<file path="config.mk">
export PLATFORM = sky130hd
export DESIGN_NAME = pbh_bus
export DESIGN_NICKNAME = d
export VERILOG_FILES = /design/src/pbh_pkg.sv /design/src/pbh_bus.sv
export VERILOG_INCLUDE_DIRS = /design/src
export SDC_FILE = /design/constraint.sdc
export NUM_CORES = 1
export LEC_CHECK = 0
export BUFFER_PORTS_ARGS = -buffer_cell sky130_fd_sc_hd__buf_2
export CORE_ASPECT_RATIO = 0.5
export CORE_MARGIN = 5
export CORE_UTILIZATION = 30
export CTS_CLUSTER_DIAMETER = 120
export DETAILED_ROUTE_END_ITERATION = 6
export HOLD_SLACK_MARGIN = 0.1
export MAX_ROUTING_LAYER = met4
export SLEW_MARGIN = 15
export SYNTH_ARGS = -nofsm -noshare
export SYNTH_HDL_FRONTEND = slang
export SYNTH_SLANG_ARGS = --single-unit
export TNS_END_PERCENT = 10
</file>
<file path="constraint.sdc">
create_clock -name i_clk -period 5.3 [get_ports i_clk]
set_input_delay 0.265 -clock i_clk [delete_from_list [all_inputs] [get_ports i_clk]]
set_output_delay 0.265 -clock i_clk [all_outputs]
set_load 0.005 [all_outputs]
</file>
<file path="src/pbh_map.svh">
// Constants for the primary bus hold interface
`ifndef PBH_MAP_SVH
`define PBH_MAP_SVH
`define PBH_ADDR_W 24
`define PBH_DATA_W 32
`define PBH_PAGE_N 4
`define PBH_PAGE_LSB 22
`define PBH_RESET_VECTOR 24'h00_0000
`define PBH_ACK_HOLD_CYC 1
`endif

</file>
<file path="src/pbh_pkg.sv">
// Types for the primary bus hold interface
`default_nettype none
package pbh_pkg;
	typedef enum logic [3:0] {
		PBH_IDLE = 4'b0001,
		PBH_ACCESS = 4'b0010,
		PBH_HELD = 4'b0100,
		PBH_TAIL = 4'b1000
	} pbh_state_type;
endpackage
`default_nettype wire

</file>
<file path="src/pbh_bus.sv">
// Primary external bus engine with release handshake and float control
`timescale 1ns/1ps
`default_nettype none
`include "pbh_map.svh"

module pbh_bus
	import pbh_pkg::*;
#(
	parameter int ADDR_W = `PBH_ADDR_W,
	parameter int DATA_W = `PBH_DATA_W,
	parameter logic [`PBH_ADDR_W-1:0] RESET_VECTOR = `PBH_RESET_VECTOR
) (
	input wire logic i_clk,
	input wire logic i_nrst,
	input wire logic i_req_valid,
	input wire logic i_req_read,
	input wire logic [ADDR_W-1:0] i_req_addr,
	input wire logic [DATA_W-1:0] i_req_wdata,
	output logic o_req_ready,
	output logic o_rsp_valid,
	output logic [DATA_W-1:0] o_rsp_rdata,
	output logic [ADDR_W-1:0] o_start_addr,
	input wire logic i_ignore_release_req,
	input wire logic i_shutdown_float_n,
	input wire logic i_release_req_n,
	input wire logic i_ready_n,
	output logic [ADDR_W-1:0] o_addr_bus,
	output logic o_addr_oe,
	input wire logic [DATA_W-1:0] i_data_bus,
	output logic [DATA_W-1:0] o_data_bus,
	output logic o_data_oe,
	output logic o_read_write,
	output logic o_rw_oe,
	output logic o_access_strobe_n,
	output logic o_strobe_oe,
	output logic [`PBH_PAGE_N-1:0] o_page_select_n,
	output logic o_page_oe,
	output logic o_bus_release_ack_n,
	output logic o_ack_oe
);
	pbh_state_type state, next_state;
	logic [ADDR_W-1:0] addr, next_addr;
	logic [DATA_W-1:0] wdata, next_wdata;
	logic [DATA_W-1:0] keep, next_keep;
	logic [DATA_W-1:0] rdata, next_rdata;
	logic rd, next_rd;
	logic rsp, next_rsp;
	logic strobe_n, next_strobe_n;
	logic release_req;
	logic in_reset;

	// Page strobe decoded from the top address bits, active low
	function automatic logic [`PBH_PAGE_N-1:0] page_dec(
		input logic [ADDR_W-1:0] a);
		logic [`PBH_PAGE_N-1:0] p;
		p = {`PBH_PAGE_N{1'b1}};
		p[a[`PBH_PAGE_LSB +: 2]] = 1'b0;
		return p;
	endfunction

	assign release_req = !i_release_req_n && !i_ignore_release_req;
	assign in_reset = !i_nrst;

	assign o_start_addr = RESET_VECTOR;
	assign o_req_ready = (state == PBH_IDLE) && !release_req && i_nrst;

	// Bus sequencing: access, hold and tail of the acknowledge
	always_comb begin
		next_state = state;
		next_addr = addr;
		next_wdata = wdata;
		next_rd = rd;
		next_rsp = 1'b0;
		next_rdata = rdata;
		next_strobe_n = 1'b1;
		next_keep = keep;
		case (state)
			PBH_IDLE: begin
				if (release_req) begin
					next_state = PBH_HELD;
				end else if (i_req_valid) begin
					next_state = PBH_ACCESS;
					next_addr = i_req_addr;
					next_wdata = i_req_wdata;
					next_rd = i_req_read;
					next_strobe_n = 1'b0;
				end
			end
			PBH_ACCESS: begin
				if (!i_ready_n) begin
					next_rsp = 1'b1;
					if (rd) begin
						next_rdata = i_data_bus;
					end else begin
						next_keep = wdata;
					end
					next_state = release_req ? PBH_HELD : PBH_IDLE;
				end else begin
					next_strobe_n = 1'b0;
				end
			end
			PBH_HELD: begin
				// leave hold, ack lingers a cycle unless ignored
				if (i_ignore_release_req) begin
					next_state = PBH_IDLE;
				end else if (i_release_req_n) begin
					next_state = PBH_TAIL;
				end
			end
			PBH_TAIL: begin
				next_state = PBH_IDLE;
			end
			default: begin
				next_state = PBH_IDLE;
			end
		endcase
	end

	// Register the sequencer; data keeper survives reset like a bus keeper
	always_ff @(posedge i_clk) begin
		if (!i_nrst) begin
			state <= PBH_IDLE;
			addr <= RESET_VECTOR;
			wdata <= '0;
			rd <= 1'b1;
			rsp <= 1'b0;
			rdata <= '0;
			strobe_n <= 1'b1;
		end else begin
			state <= next_state;
			addr <= next_addr;
			wdata <= next_wdata;
			rd <= next_rd;
			rsp <= next_rsp;
			rdata <= next_rdata;
			strobe_n <= next_strobe_n;
		end
		keep <= next_keep;
	end

	// keeper: idle write data stays on the port value last driven
	assign o_data_bus = (state == PBH_ACCESS) ? wdata : keep;
	assign o_rsp_valid = rsp;
	assign o_rsp_rdata = rdata;
	assign o_addr_bus = addr;
	assign o_read_write = rd;
	assign o_access_strobe_n = strobe_n;
	assign o_page_select_n = strobe_n ? {`PBH_PAGE_N{1'b1}} : page_dec(addr);

	always_comb begin
		logic held;
		held = (state == PBH_HELD) || (state == PBH_TAIL);
		o_addr_oe = i_shutdown_float_n && !held && !in_reset;
		o_rw_oe = o_addr_oe;
		o_page_oe = o_addr_oe;
		o_data_oe = o_addr_oe && (state == PBH_ACCESS) && !rd;
		o_strobe_oe = i_shutdown_float_n && !held;
		o_ack_oe = i_shutdown_float_n;
	end

	assign o_bus_release_ack_n = !((state == PBH_HELD) || (state == PBH_TAIL));
endmodule // pbh_bus
`default_nettype wire

</file>
* Word-level counts from Yosys, hierarchy flattened
Index checks and enable logic that the tools add are counted.
Cells by class: bitwise gates (word level) 4, reduce and logical (&&, ||, !) cells 19, multiplexer cells 15, magnitude comparators 2, equality and inequality tests 7
Operator list (count):
- $mux W32 | 1
- $mux W4 | 6
- $pmux W4 S3 | 1
- $reduce_and A3 Y1 | 4
- $logic_and A1 B1 Y1 | 8
- $ne A3 B3 Y1 const B | 2
- $logic_not A1 Y1 | 5
- $eq A4 B1 Y1 const B | 1
- $eq A4 B2 Y1 const B | 1
- $eq A4 B3 Y1 const B | 1
- $eq A4 B4 Y1 const B | 1
- $mux W1 | 4
- $not A4 Y4 | 1
- $lt A2 B3 Y1 const B | 1
- $mux W3 | 1
- $not A1 Y1 | 3
- $demux W1 S2 | 1
- $ge A2 B1 Y1 const B | 1
- $ne A2 B2 Y1 const B | 1
- $pmux W1 S2 | 1
- $reduce_and A2 Y1 | 1
- $logic_or A1 B1 Y1 | 1
Word-level totals: bits of input ports 96, output and inout port bits 127, register bits 127

* Longest topological paths before layout
Gate-level depths: netlist of run 1.
word-level depth 7, depth in mapped cells 7, depth with buffers taken out 3

* Worst setup path after synthesis of run 1
OpenSTA, ideal clock, no wires.
path type flip-flop to flip-flop, start register state[2], end register keep[0], enable pin, path buffers 2, required time 4.798 ns, arrival 4.022 ns, stages on the path, launching flop included 5, slack 0.777 ns, cells stage by stage dfxtp_1 buf_2 or3b_1 buf_2 nor4_1
On the way: word-level cells in the longest chain between the ends 2
RTL lines:
- start: declaration | line pbh_bus.sv:41 | pbh_state_type state, next_state;
- start signal: assignment | line pbh_bus.sv:130 | state <= next_state;
- $eq A4 B2 Y1 | line pbh_bus.sv:77 | case (state)
- $reduce_and A3 Y1 (no source line)
- end signal: assignment | line pbh_bus.sv:138 | keep <= next_keep;
- end: declaration | line pbh_bus.sv:44 | logic [DATA_W-1:0] keep, next_keep;
No other way between the ends. A chain may end at the register's enable or synchronous reset.

* Worst setup path after layout of run 1
start register state[3], end output port o_data_bus[30]
On the way: word-level cells in the longest chain between the ends 2
RTL lines:
- $eq A4 B2 Y1 | line pbh_bus.sv:142 | assign o_data_bus = (state == PBH_ACCESS) ? wdata : keep;
- $mux W32 | line pbh_bus.sv:142
- end: declaration | line pbh_bus.sv:30 | output logic [DATA_W-1:0] o_data_bus,
No other way between the ends.

==> impl_metrics.ini, run 1 <==
[run_status]
status = finished, final reports clean

[sta]
period_needed_ns = 3.007
slew_viol_final = 0
tightest_slew_ns = 1.089
hold_viol_final = 0
finalSetupTns_ns = 0
relSlewSlack_pct = 27.39
max_freq_mhz = 332.6
setup_viol = 0
skew_ns = 0.01193
rsz0062_at_grt = false
fin_ws_ns = 2.293
fin_crit_sh_pct = 56.73

[synthesis]
netlist.area_leader.share_pct = 34.62
synth_edf_count = 32
syn_area_per_cell_um2 = 10.32
ys_top_cells_by_count = nand2_1 (177), dfxtp_1 (95), mux2i_1 (88)
syn_area_mm2 = 0.005493
synthFlopType = dfxtp_1
ys_seq_elements = 127
synth_area_leaders = dfxtp_1 (35%), edfxtp_1 (17%), mux2i_1 (16%)
syn_inst = 532
ys_seq_area_share_pct = 52.12
synth.most_common_cell = nand2_1
yosys_warnings = 0
ys_async_sr_fraction_pct = 0
synth_top_cell_by_area = dfxtp_1
ys_types = 38

[place]
hpwl_mm = 9.435
gp_congestion = 0.7579
dp_slack_ns = 2.647
port_buffers = 198
placedCellCount = 932

[grt]
grt_pass1_wl_mm = 22.60
antenna_found_initial = 1
grt_max_degree = 78
overflow = 0
grt.total_usage_pct = 13.45
grt_pass1_vias = 4447

[clock_tree]
cts_buffers = 17
clock_latency_ns = 0.40
cts_resized = 0
post_cts_buffers = 0
numClockSinks = 127
h-tree-depth = 4
clockBufferDepth = 2
clkTransAtPathRegs_ns = 0.06
tritoncts = yes
root_buffer = clkbuf_16

[critical_path]
worst_path_max_delay_cell = nor4b_4
critPathTopFamily = simple AND/OR/NAND/NOR gates
critPathRequiredTime_ns = 5.04
critPathKind = flop to output pin
path_buf_inv = 2
reg2reg_slack_ns = 2.94
start_kind = flop
path_cells = nor4b_4 > buf_4 > mux2_2 > buf_2
crit_path_end_kind = output pin
worstPathArrival_ns = 2.74
crit_fanout = 21
max_stage_delay_ns = 0.93

[flow_run]
max_cap_violations = 0

[route]
dr.pass1.iters = 4
ant_nets = 0
drc = 0
vias = 4405
wl_per_cell_um = 13.90
wirelength_mm = 14.25
vias_per_cell = 4.298
drt_iter0_markers = 169

[floorplanning]
design.core.area_mm2 = 0.01817
dieArea_mm2 = 0.02128
initial_core_util_pct = 30.22
die_w_um = 201.4
std_cell_rows = 35
io_pins = 223
dieHeight_um = 105.7

[final_layout]
utilization_pct = 42.57
drive_gt1_share_pct = 34.44
instances_no_fill = 1025
area_growth_syn_to_layout_pct = 40.84
num-nets-final = 867
fill_cells = 1732

[pwr]
ir_drop_uv = 205.3
power_mw = 2.526
leakagePower_nw = 3.341
powerDensity_mw_per_mm2 = 326.5

[hold_path]
min_path_type = input pin to flop
==> cells by family after synthesis <==
kind of cell / after synthesis / share of synthesized area [%]
AND/OR/NAND/NOR: 204 / 16.01
flip-flops: 127 / 52.12
multiplexers: 120 / 22.60
buffers and inverters: 69 / 7.699
AO/OA/AOI/OAI: 9 / 1.184
XOR/XNOR: 2 / 0.3190
other: 1 / 0.06827
==> layout by cell type (no fill, tap or decap), types with 3 or more instances in the layout <==
master,Yosys,routed
clkbuf_16,0,20
mux2_2,28,28
dlygate4sd3_1,0,60
edfxtp_1,32,32
nand2_1,177,177
inv_1,3,3
conb_1,1,24
clkinv_4,0,3
mux2_1,4,4
buf_4,31,6
dfxtp_1,95,95
buf_2,8,197
mux2i_1,88,88
==> flip-flops by register name, summed over array words and instances (netlist names) <==
| register | flops |
|---|---|
| keep | 32 |
| o_rsp_rdata | 32 |
| wdata | 32 |
| o_addr_bus | 24 |
| state | 4 |
| o_access_strobe_n | 1 |
| o_read_write | 1 |
| o_rsp_valid | 1 |
==> per-stage QoR <==
step	hold slack [ns]	area [um2]
final	0.1174	7736
after CTS	0.1004	7724
after floorplan	0.3437	5579
after detailed placement	0.4379	6519
after global routing	0.1001	7736
after global placement	0.4319	6519
==> repair_timing <==
item | in CTS | in global routing
hold endpoints to repair | 59 | 1
setup endpoints to repair | 0 | 0
hold buffers | 59 | 1
==> worst paths after layout <==
path / from / end / cells after the start
max: state[3]$_SDFFE_PN0P_ / o_data_bus[30] / 4
max reg2reg: state[3]$_SDFFE_PN0P_ / wdata[22]$_SDFFE_PN0P_ / 3
min reg2reg: o_addr_bus[15]$_SDFFE_PN0P_ / o_addr_bus[15]$_SDFFE_PN0P_ / 2
min: i_req_addr[21] / o_addr_bus[21]$_SDFFE_PN0P_ / 3
==> power breakdown <==
part	switching (mW)	total [mW]	internal, mW
Sequential	0.0311	1.07	1.04
Clock	0.446	1.19	0.746
Combinational	0.126	0.265	0.139
==> metal layers <==
| layer | up-vias | track usage, % | wire, um |
|---|---|---|---|
| met1 | 2083 | 14.89 | 5855 |
| met3 | 23 | 2.982 | 461 |
| met2 | 86 | 24.27 | 7665 |
| li1 | 2213 | - | - |
| met4 | 0 | 4.435 | 262 |
| met5 | - | - | 0 |
==> cell type report <==
class	count	area (um2)	share of cell area, %
timing repair buffer	263	1632	21.09
clock buffer	22	518.0	6.696
sequential	127	2863	37.00
inverter	3	11.26	0.1456
tap	240	300.3	3.882
clock inverter	10	96.34	1.245
multi-input combinational	359	2313	29.90
antenna	1	2.502	0.03235
==> tightest hold or removal path: stages <==
cell	delay (ns)
buf_2	0.10
nand2_1	0.05
mux2i_1	0.05
No activity file was read; power rests on OpenSTA's default activity.
==> run 2, diff against run 1 <==
==> constraint.sdc (replaced) <==
create_clock -name i_clk -period 3 [get_ports i_clk]
set_input_delay 0.15 -clock i_clk [delete_from_list [all_inputs] [get_ports i_clk]]
set_output_delay 0.15 -clock i_clk [all_outputs]
set_load 0.005 [all_outputs]
==> run 2 against run 1 <==
  * Global-route usage up 0.53 points
  * Utilization is 1.9 points higher
  * Combinational power is 93% higher
  * Count of clock-buffer cells in the layout decreased by 4
  * Die area stayed put
  * Clock skew down 0.0012 ns
  * Highest routed layer unchanged
==> impl_metrics.ini, run 2 (synthesized netlist as in run 1, its figures left out) <==
[floorplanning]
design.core.area_mm2 = 0.01817
dieArea_mm2 = 0.02128
initial_core_util_pct = 30.22
dieHeight_um = 105.7
io_pins = 223
std_cell_rows = 35
die_w_um = 201.4

[clock_tree]
root_buffer = clkbuf_16
numClockSinks = 127
clock_latency_ns = 0.41
cts_resized = 0
h-tree-depth = 4
cts_buffers = 17
clockBufferDepth = 2
tritoncts = yes
clkTransAtPathRegs_ns = 0.06

[sta]
rsz0062_at_grt = false
hold_viol_final = 0
skew_ns = 0.01077
fin_crit_sh_pct = 75.51
setup_viol = 0
slew_viol_final = 0
tightest_slew_ns = 0.7332
fin_ws_ns = 0.7347
period_needed_ns = 2.265
relSlewSlack_pct = 51.12
max_freq_mhz = 441.4
finalSetupTns_ns = 0

[final_layout]
num-nets-final = 904
area_growth_syn_to_layout_pct = 47.18
fill_cells = 1707
mostFrequentLayoutCell = buf_2
final_area_mm2 = 0.008084
mostFrequentLayoutCells = buf_2 (197), nand2_1 (177), dfxtp_1 (95), dlygate4sd3_1 (92), mux2i_1 (88)
diodes = 0
drive_gt1_share_pct = 33.50

[flow_run]
max_cap_violations = 0

[critical_path]
r2r-start = state[1]$_SDFFE_PN0P_
worstPathArrival_ns = 2.12
critPathLaunch = state[3]$_SDFFE_PN0P_
crit_fanout = 21
crit_path_end_kind = output pin
start_kind = flop
critPathKind = flop to output pin
critPathRequiredTime_ns = 2.85

[grt]
grt_max_degree = 78
overflow = 0
grt.total_usage_pct = 13.98
grt_pass1_vias = 4782
antenna_found_initial = 0
grt_pass1_wl_mm = 23.67

[pwr]
ir_drop_uv = 354.7
powerDensity_mw_per_mm2 = 547.4
leakagePower_nw = 3.483
power_mw = 4.425

[place]
gp_congestion = 0.7294
placed_cell_area_mm2 = 0.006590
port_buffers = 198
dp_slack_ns = 0.9477
hpwl_mm = 9.418

[hold_path]
min_from = i_req_valid
min_path_type = input pin to flop

[route]
vias = 4581
ant_nets = 0
dr.pass1.iters = 4
wirelength_mm = 14.56
drt_iter0_markers = 257
drc = 0
vias_per_cell = 4.318
wl_per_cell_um = 13.72

[run_status]
status = finished, final reports clean
==> run 2: per-layer routing <==
layer / vias to the layer above / GRT usage (%) / share of wire [%]
li1: 2291 / - / -
met1: 2142 / 15.26 / 41
met2: 109 / 24.56 / 52
met3: 39 / 3.351 / 3.5
met4: 0 / 6.092 / 3.3
met5: - / - / 0
==> run 2: worst paths after layout <==
check                           cells after the start                      endpoint  slack (ns)
worst min register to register                      0             keep[0]$_DFFE_PP_        0.45
worst min-delay path                                3     o_read_write$_SDFFE_PN1P_        0.12
worst max register to register                      4  o_rsp_rdata[20]$_SDFFE_PN0P_        0.97
worst max-delay path                                4                o_data_bus[19]        0.73
==> run 2: timing repair <==
action                                 4_1_cts  5_1_grt
hold buffers                                92        0
endpoints found under the hold margin       91        0
buffers inserted                             0        0
==> run 2: layout make-up <==
cell class | count | area [um2] | share of cell area, %
flip-flops and latches | 127 | 2863 | 35.41
multi-input cells | 359 | 2322 | 28.73
clock buffers | 18 | 429.2 | 5.309
repair buffers | 300 | 2014 | 24.92
inverters | 3 | 11.26 | 0.1393
clock inverters | 14 | 143.9 | 1.780
well taps | 240 | 300.3 | 3.715
==> run 2: through the flow <==
stage                     instances  hold slack [ns]  util, %
after floorplan                 555           0.2287        -
after global placement          937           0.3987    36.26
after detailed placement        937           0.4036    36.26
after CTS                      1061           0.1015    44.48
after global routing           1061           0.1170    44.48
final                          1061           0.1208    44.48
==> run 2: where the power goes <==
part | leakage [nW] | switching [mW] | internal (mW) | total [mW]
sequential | 1.07 | 0.0551 | 1.83 | 1.89
combinational | 2.15 | 0.232 | 0.280 | 0.511
clock | 0.269 | 0.856 | 1.17 | 2.03
==> run 2: critical path: stages (launching register included) <==
cell,delay (ns)
dfxtp_1,0.46
nor4b_4,0.37
buf_4,0.35
mux2_2,0.39
buf_2,0.13
==> run 3, diff against run 2 <==
==> constraint.sdc (replaced) <==
create_clock -name i_clk -period 2.05 [get_ports i_clk]
set_input_delay 0.1025 -clock i_clk [delete_from_list [all_inputs] [get_ports i_clk]]
set_output_delay 0.1025 -clock i_clk [all_outputs]
set_load 0.005 [all_outputs]
==> run 3 against run 2 <==
  * Non-clock buffer count up 18
  * Sequential cell count is the same
  * Sequential share of layout area is 1.6 points lower
  * Die area is the same
  * Combinational power grew 63%
  * Count of clock-buffer cells in the layout fell by 1
  * Sequential power is 47% higher
  * Critical path type unchanged
  * Critical endpoint is now o_data_bus[31]
  * Largest cell class unchanged
  * Highest routed layer unchanged
==> impl_metrics.ini, run 3 (synthesized netlist as in run 1, its figures left out) <==
[route]
drc = 0
drt-met1-wl_mm = 6.469
wl_met2_mm = 8.282
wirelength_mm = 15.49
wl_met3_um = 487
dr.max_layer_used = met4
vias = 4632
wl_per_cell_um = 14.36
vias_per_cell = 4.293
drt_iter0_markers = 189
dr.pass1.iters = 6
ant_nets = 0

[sta]
finalSetupTns_ns = 0
slew_viol_final = 0
hold_viol_final = 0
setup_viol = 0
rsz0062_at_grt = true
hold_slack_ns = 0.1738
skew_ns = 0.007429
max_freq_mhz = 496.5
fin_crit_sh_pct = 98.24
period_needed_ns = 2.014
fin_ws_ns = 0.03603

[floorplanning]
dieArea_mm2 = 0.02128
io_pins = 223
design.core.area_mm2 = 0.01817
dieHeight_um = 105.7
die_w_um = 201.4
initial_core_util_pct = 30.22
std_cell_rows = 35

[grt]
grt_pass1_vias = 4953
grt.total_usage_pct = 14.66
grt_max_degree = 82
antenna_found_initial = 0
grt_pass1_wl_mm = 24.67
overflow = 0

[critical_path]
worst_path_max_delay_cell = dfxtp_4
critPathKind = flop to output pin
max_stage_delay_ns = 0.38
start_kind = flop
crit_fanout = 8
path_cells = nor4b_4 > buf_6 > clkbuf_16 > mux2_2 > buf_6
cp_common_cell = buf_6
path_buf_inv = 3
critPathRequiredTime_ns = 1.95
critPathTopFamily = buffers and inverters
worstPathArrival_ns = 1.91
crit_path_end_kind = output pin

[pwr]
powerDensity_mw_per_mm2 = 778.1
clkPwrFrac_pct = 45.5
swShare_pct = 24.91
combPwrFrac_pct = 12.6
p_int_mw = 4.960
seqPwrFrac_pct = 41.9
leakagePower_nw = 3.689
p_sw_mw = 1.645
ir_drop_uv = 532.7

[clock_tree]
cts_buffers = 17
h-tree-depth = 4
numClockSinks = 127
clock_latency_ns = 0.41
clkTransAtPathRegs_ns = 0.06
clockBufferDepth = 2
tritoncts = yes
root_buffer = clkbuf_16

[place]
port_buffers = 198
dp_slack_ns = 0.2370
gp_congestion = 0.7938
hpwl_mm = 9.704
placedCellCount = 939

[final_layout]
diodes = 0
drive_gt1_share_pct = 34.56
area_growth_syn_to_layout_pct = 54.56
mostFrequentLayoutCell = buf_2
num-nets-final = 922
mostFrequentLayoutCells = buf_2 (193), nand2_1 (177), dlygate4sd3_1 (104), dfxtp_1 (91), mux2i_1 (88)
instances_no_fill = 1079

[hold_path]
min_path_type = input pin to flop

[flow_run]
max_cap_violations = 0

[run_status]
status = finished, final reports clean
## run 3: cell type report
class	count	area [um2]
multi-input combinational	359	2407
fill	1668	9684
tap	240	300.3
timing repair buffer	318	2313
clock buffer	17	425.4
inverter	3	11.26
sequential	127	2870
clock inverter	15	161.4
## run 3: worst register-to-register path, stage by stage (launching register included)
cell and delay (ns):
dfxtp_2 0.40, nor4b_2 0.39, and3_4 0.38, mux2i_1 0.21, dlygate4sd3_1 0.55
## run 3: power groups by stage
stage / Combinational, mW / Sequential [mW] / Clock (mW)
final: 0.832 / 2.77 / 3.01
after global routing: 0.906 / 2.78 / 3.23
after CTS: 0.809 / 2.77 / 3.10
after detailed placement: 0.643 / 2.82 / 0
after global placement: 0.633 / 2.81 / 0
after floorplan: 0.426 / 2.80 / 0
## run 3: metrics by stage
stage          util [%]  area [um2]  total power, mW
2_1_floorplan         -        5607            3.222
5_1_grt           46.71        8489            6.917
6_report          46.71        8489            6.605
3_5_place_dp      36.62        6655            3.462
3_3_place_gp      36.62        6655            3.442
4_1_cts           45.78        8320            6.671
## run 3: repair_timing
item,4_1_cts,5_1_grt
hold buffers,104,0
resized for setup,10,33
cloned,1,1
buffers inserted,1,1
endpoints found under the setup margin,36,34
hold endpoints to repair,92,0
pin swaps,1,1
## run 3: path summary, 6_finish.rpt
check | startpoint | end | slack, ns | cells past startpoint
setup / recovery | state[2]$_SDFFE_PN0P_ | o_data_bus[31] | 0.04 | 5
hold / removal | i_ignore_release_req | state[0]$_SDFFE_PN1P_ | 0.17 | 4
setup reg to reg | state[3]$_SDFFE_PN0P_ | wdata[1]$_SDFFE_PN0P_ | 0.07 | 4
hold reg to reg | o_addr_bus[1]$_SDFFE_PN0P_ | o_addr_bus[1]$_SDFFE_PN0P_ | 0.45 | 2
## run 3: layer usage
| metal | GRT usage, % | vias up |
|---|---|---|
| met5 | - | - |
| met4 | 4.727 | 0 |
| met3 | 3.566 | 20 |
| met2 | 26.34 | 110 |
| met1 | 16.17 | 2180 |
| li1 | - | 2322 |
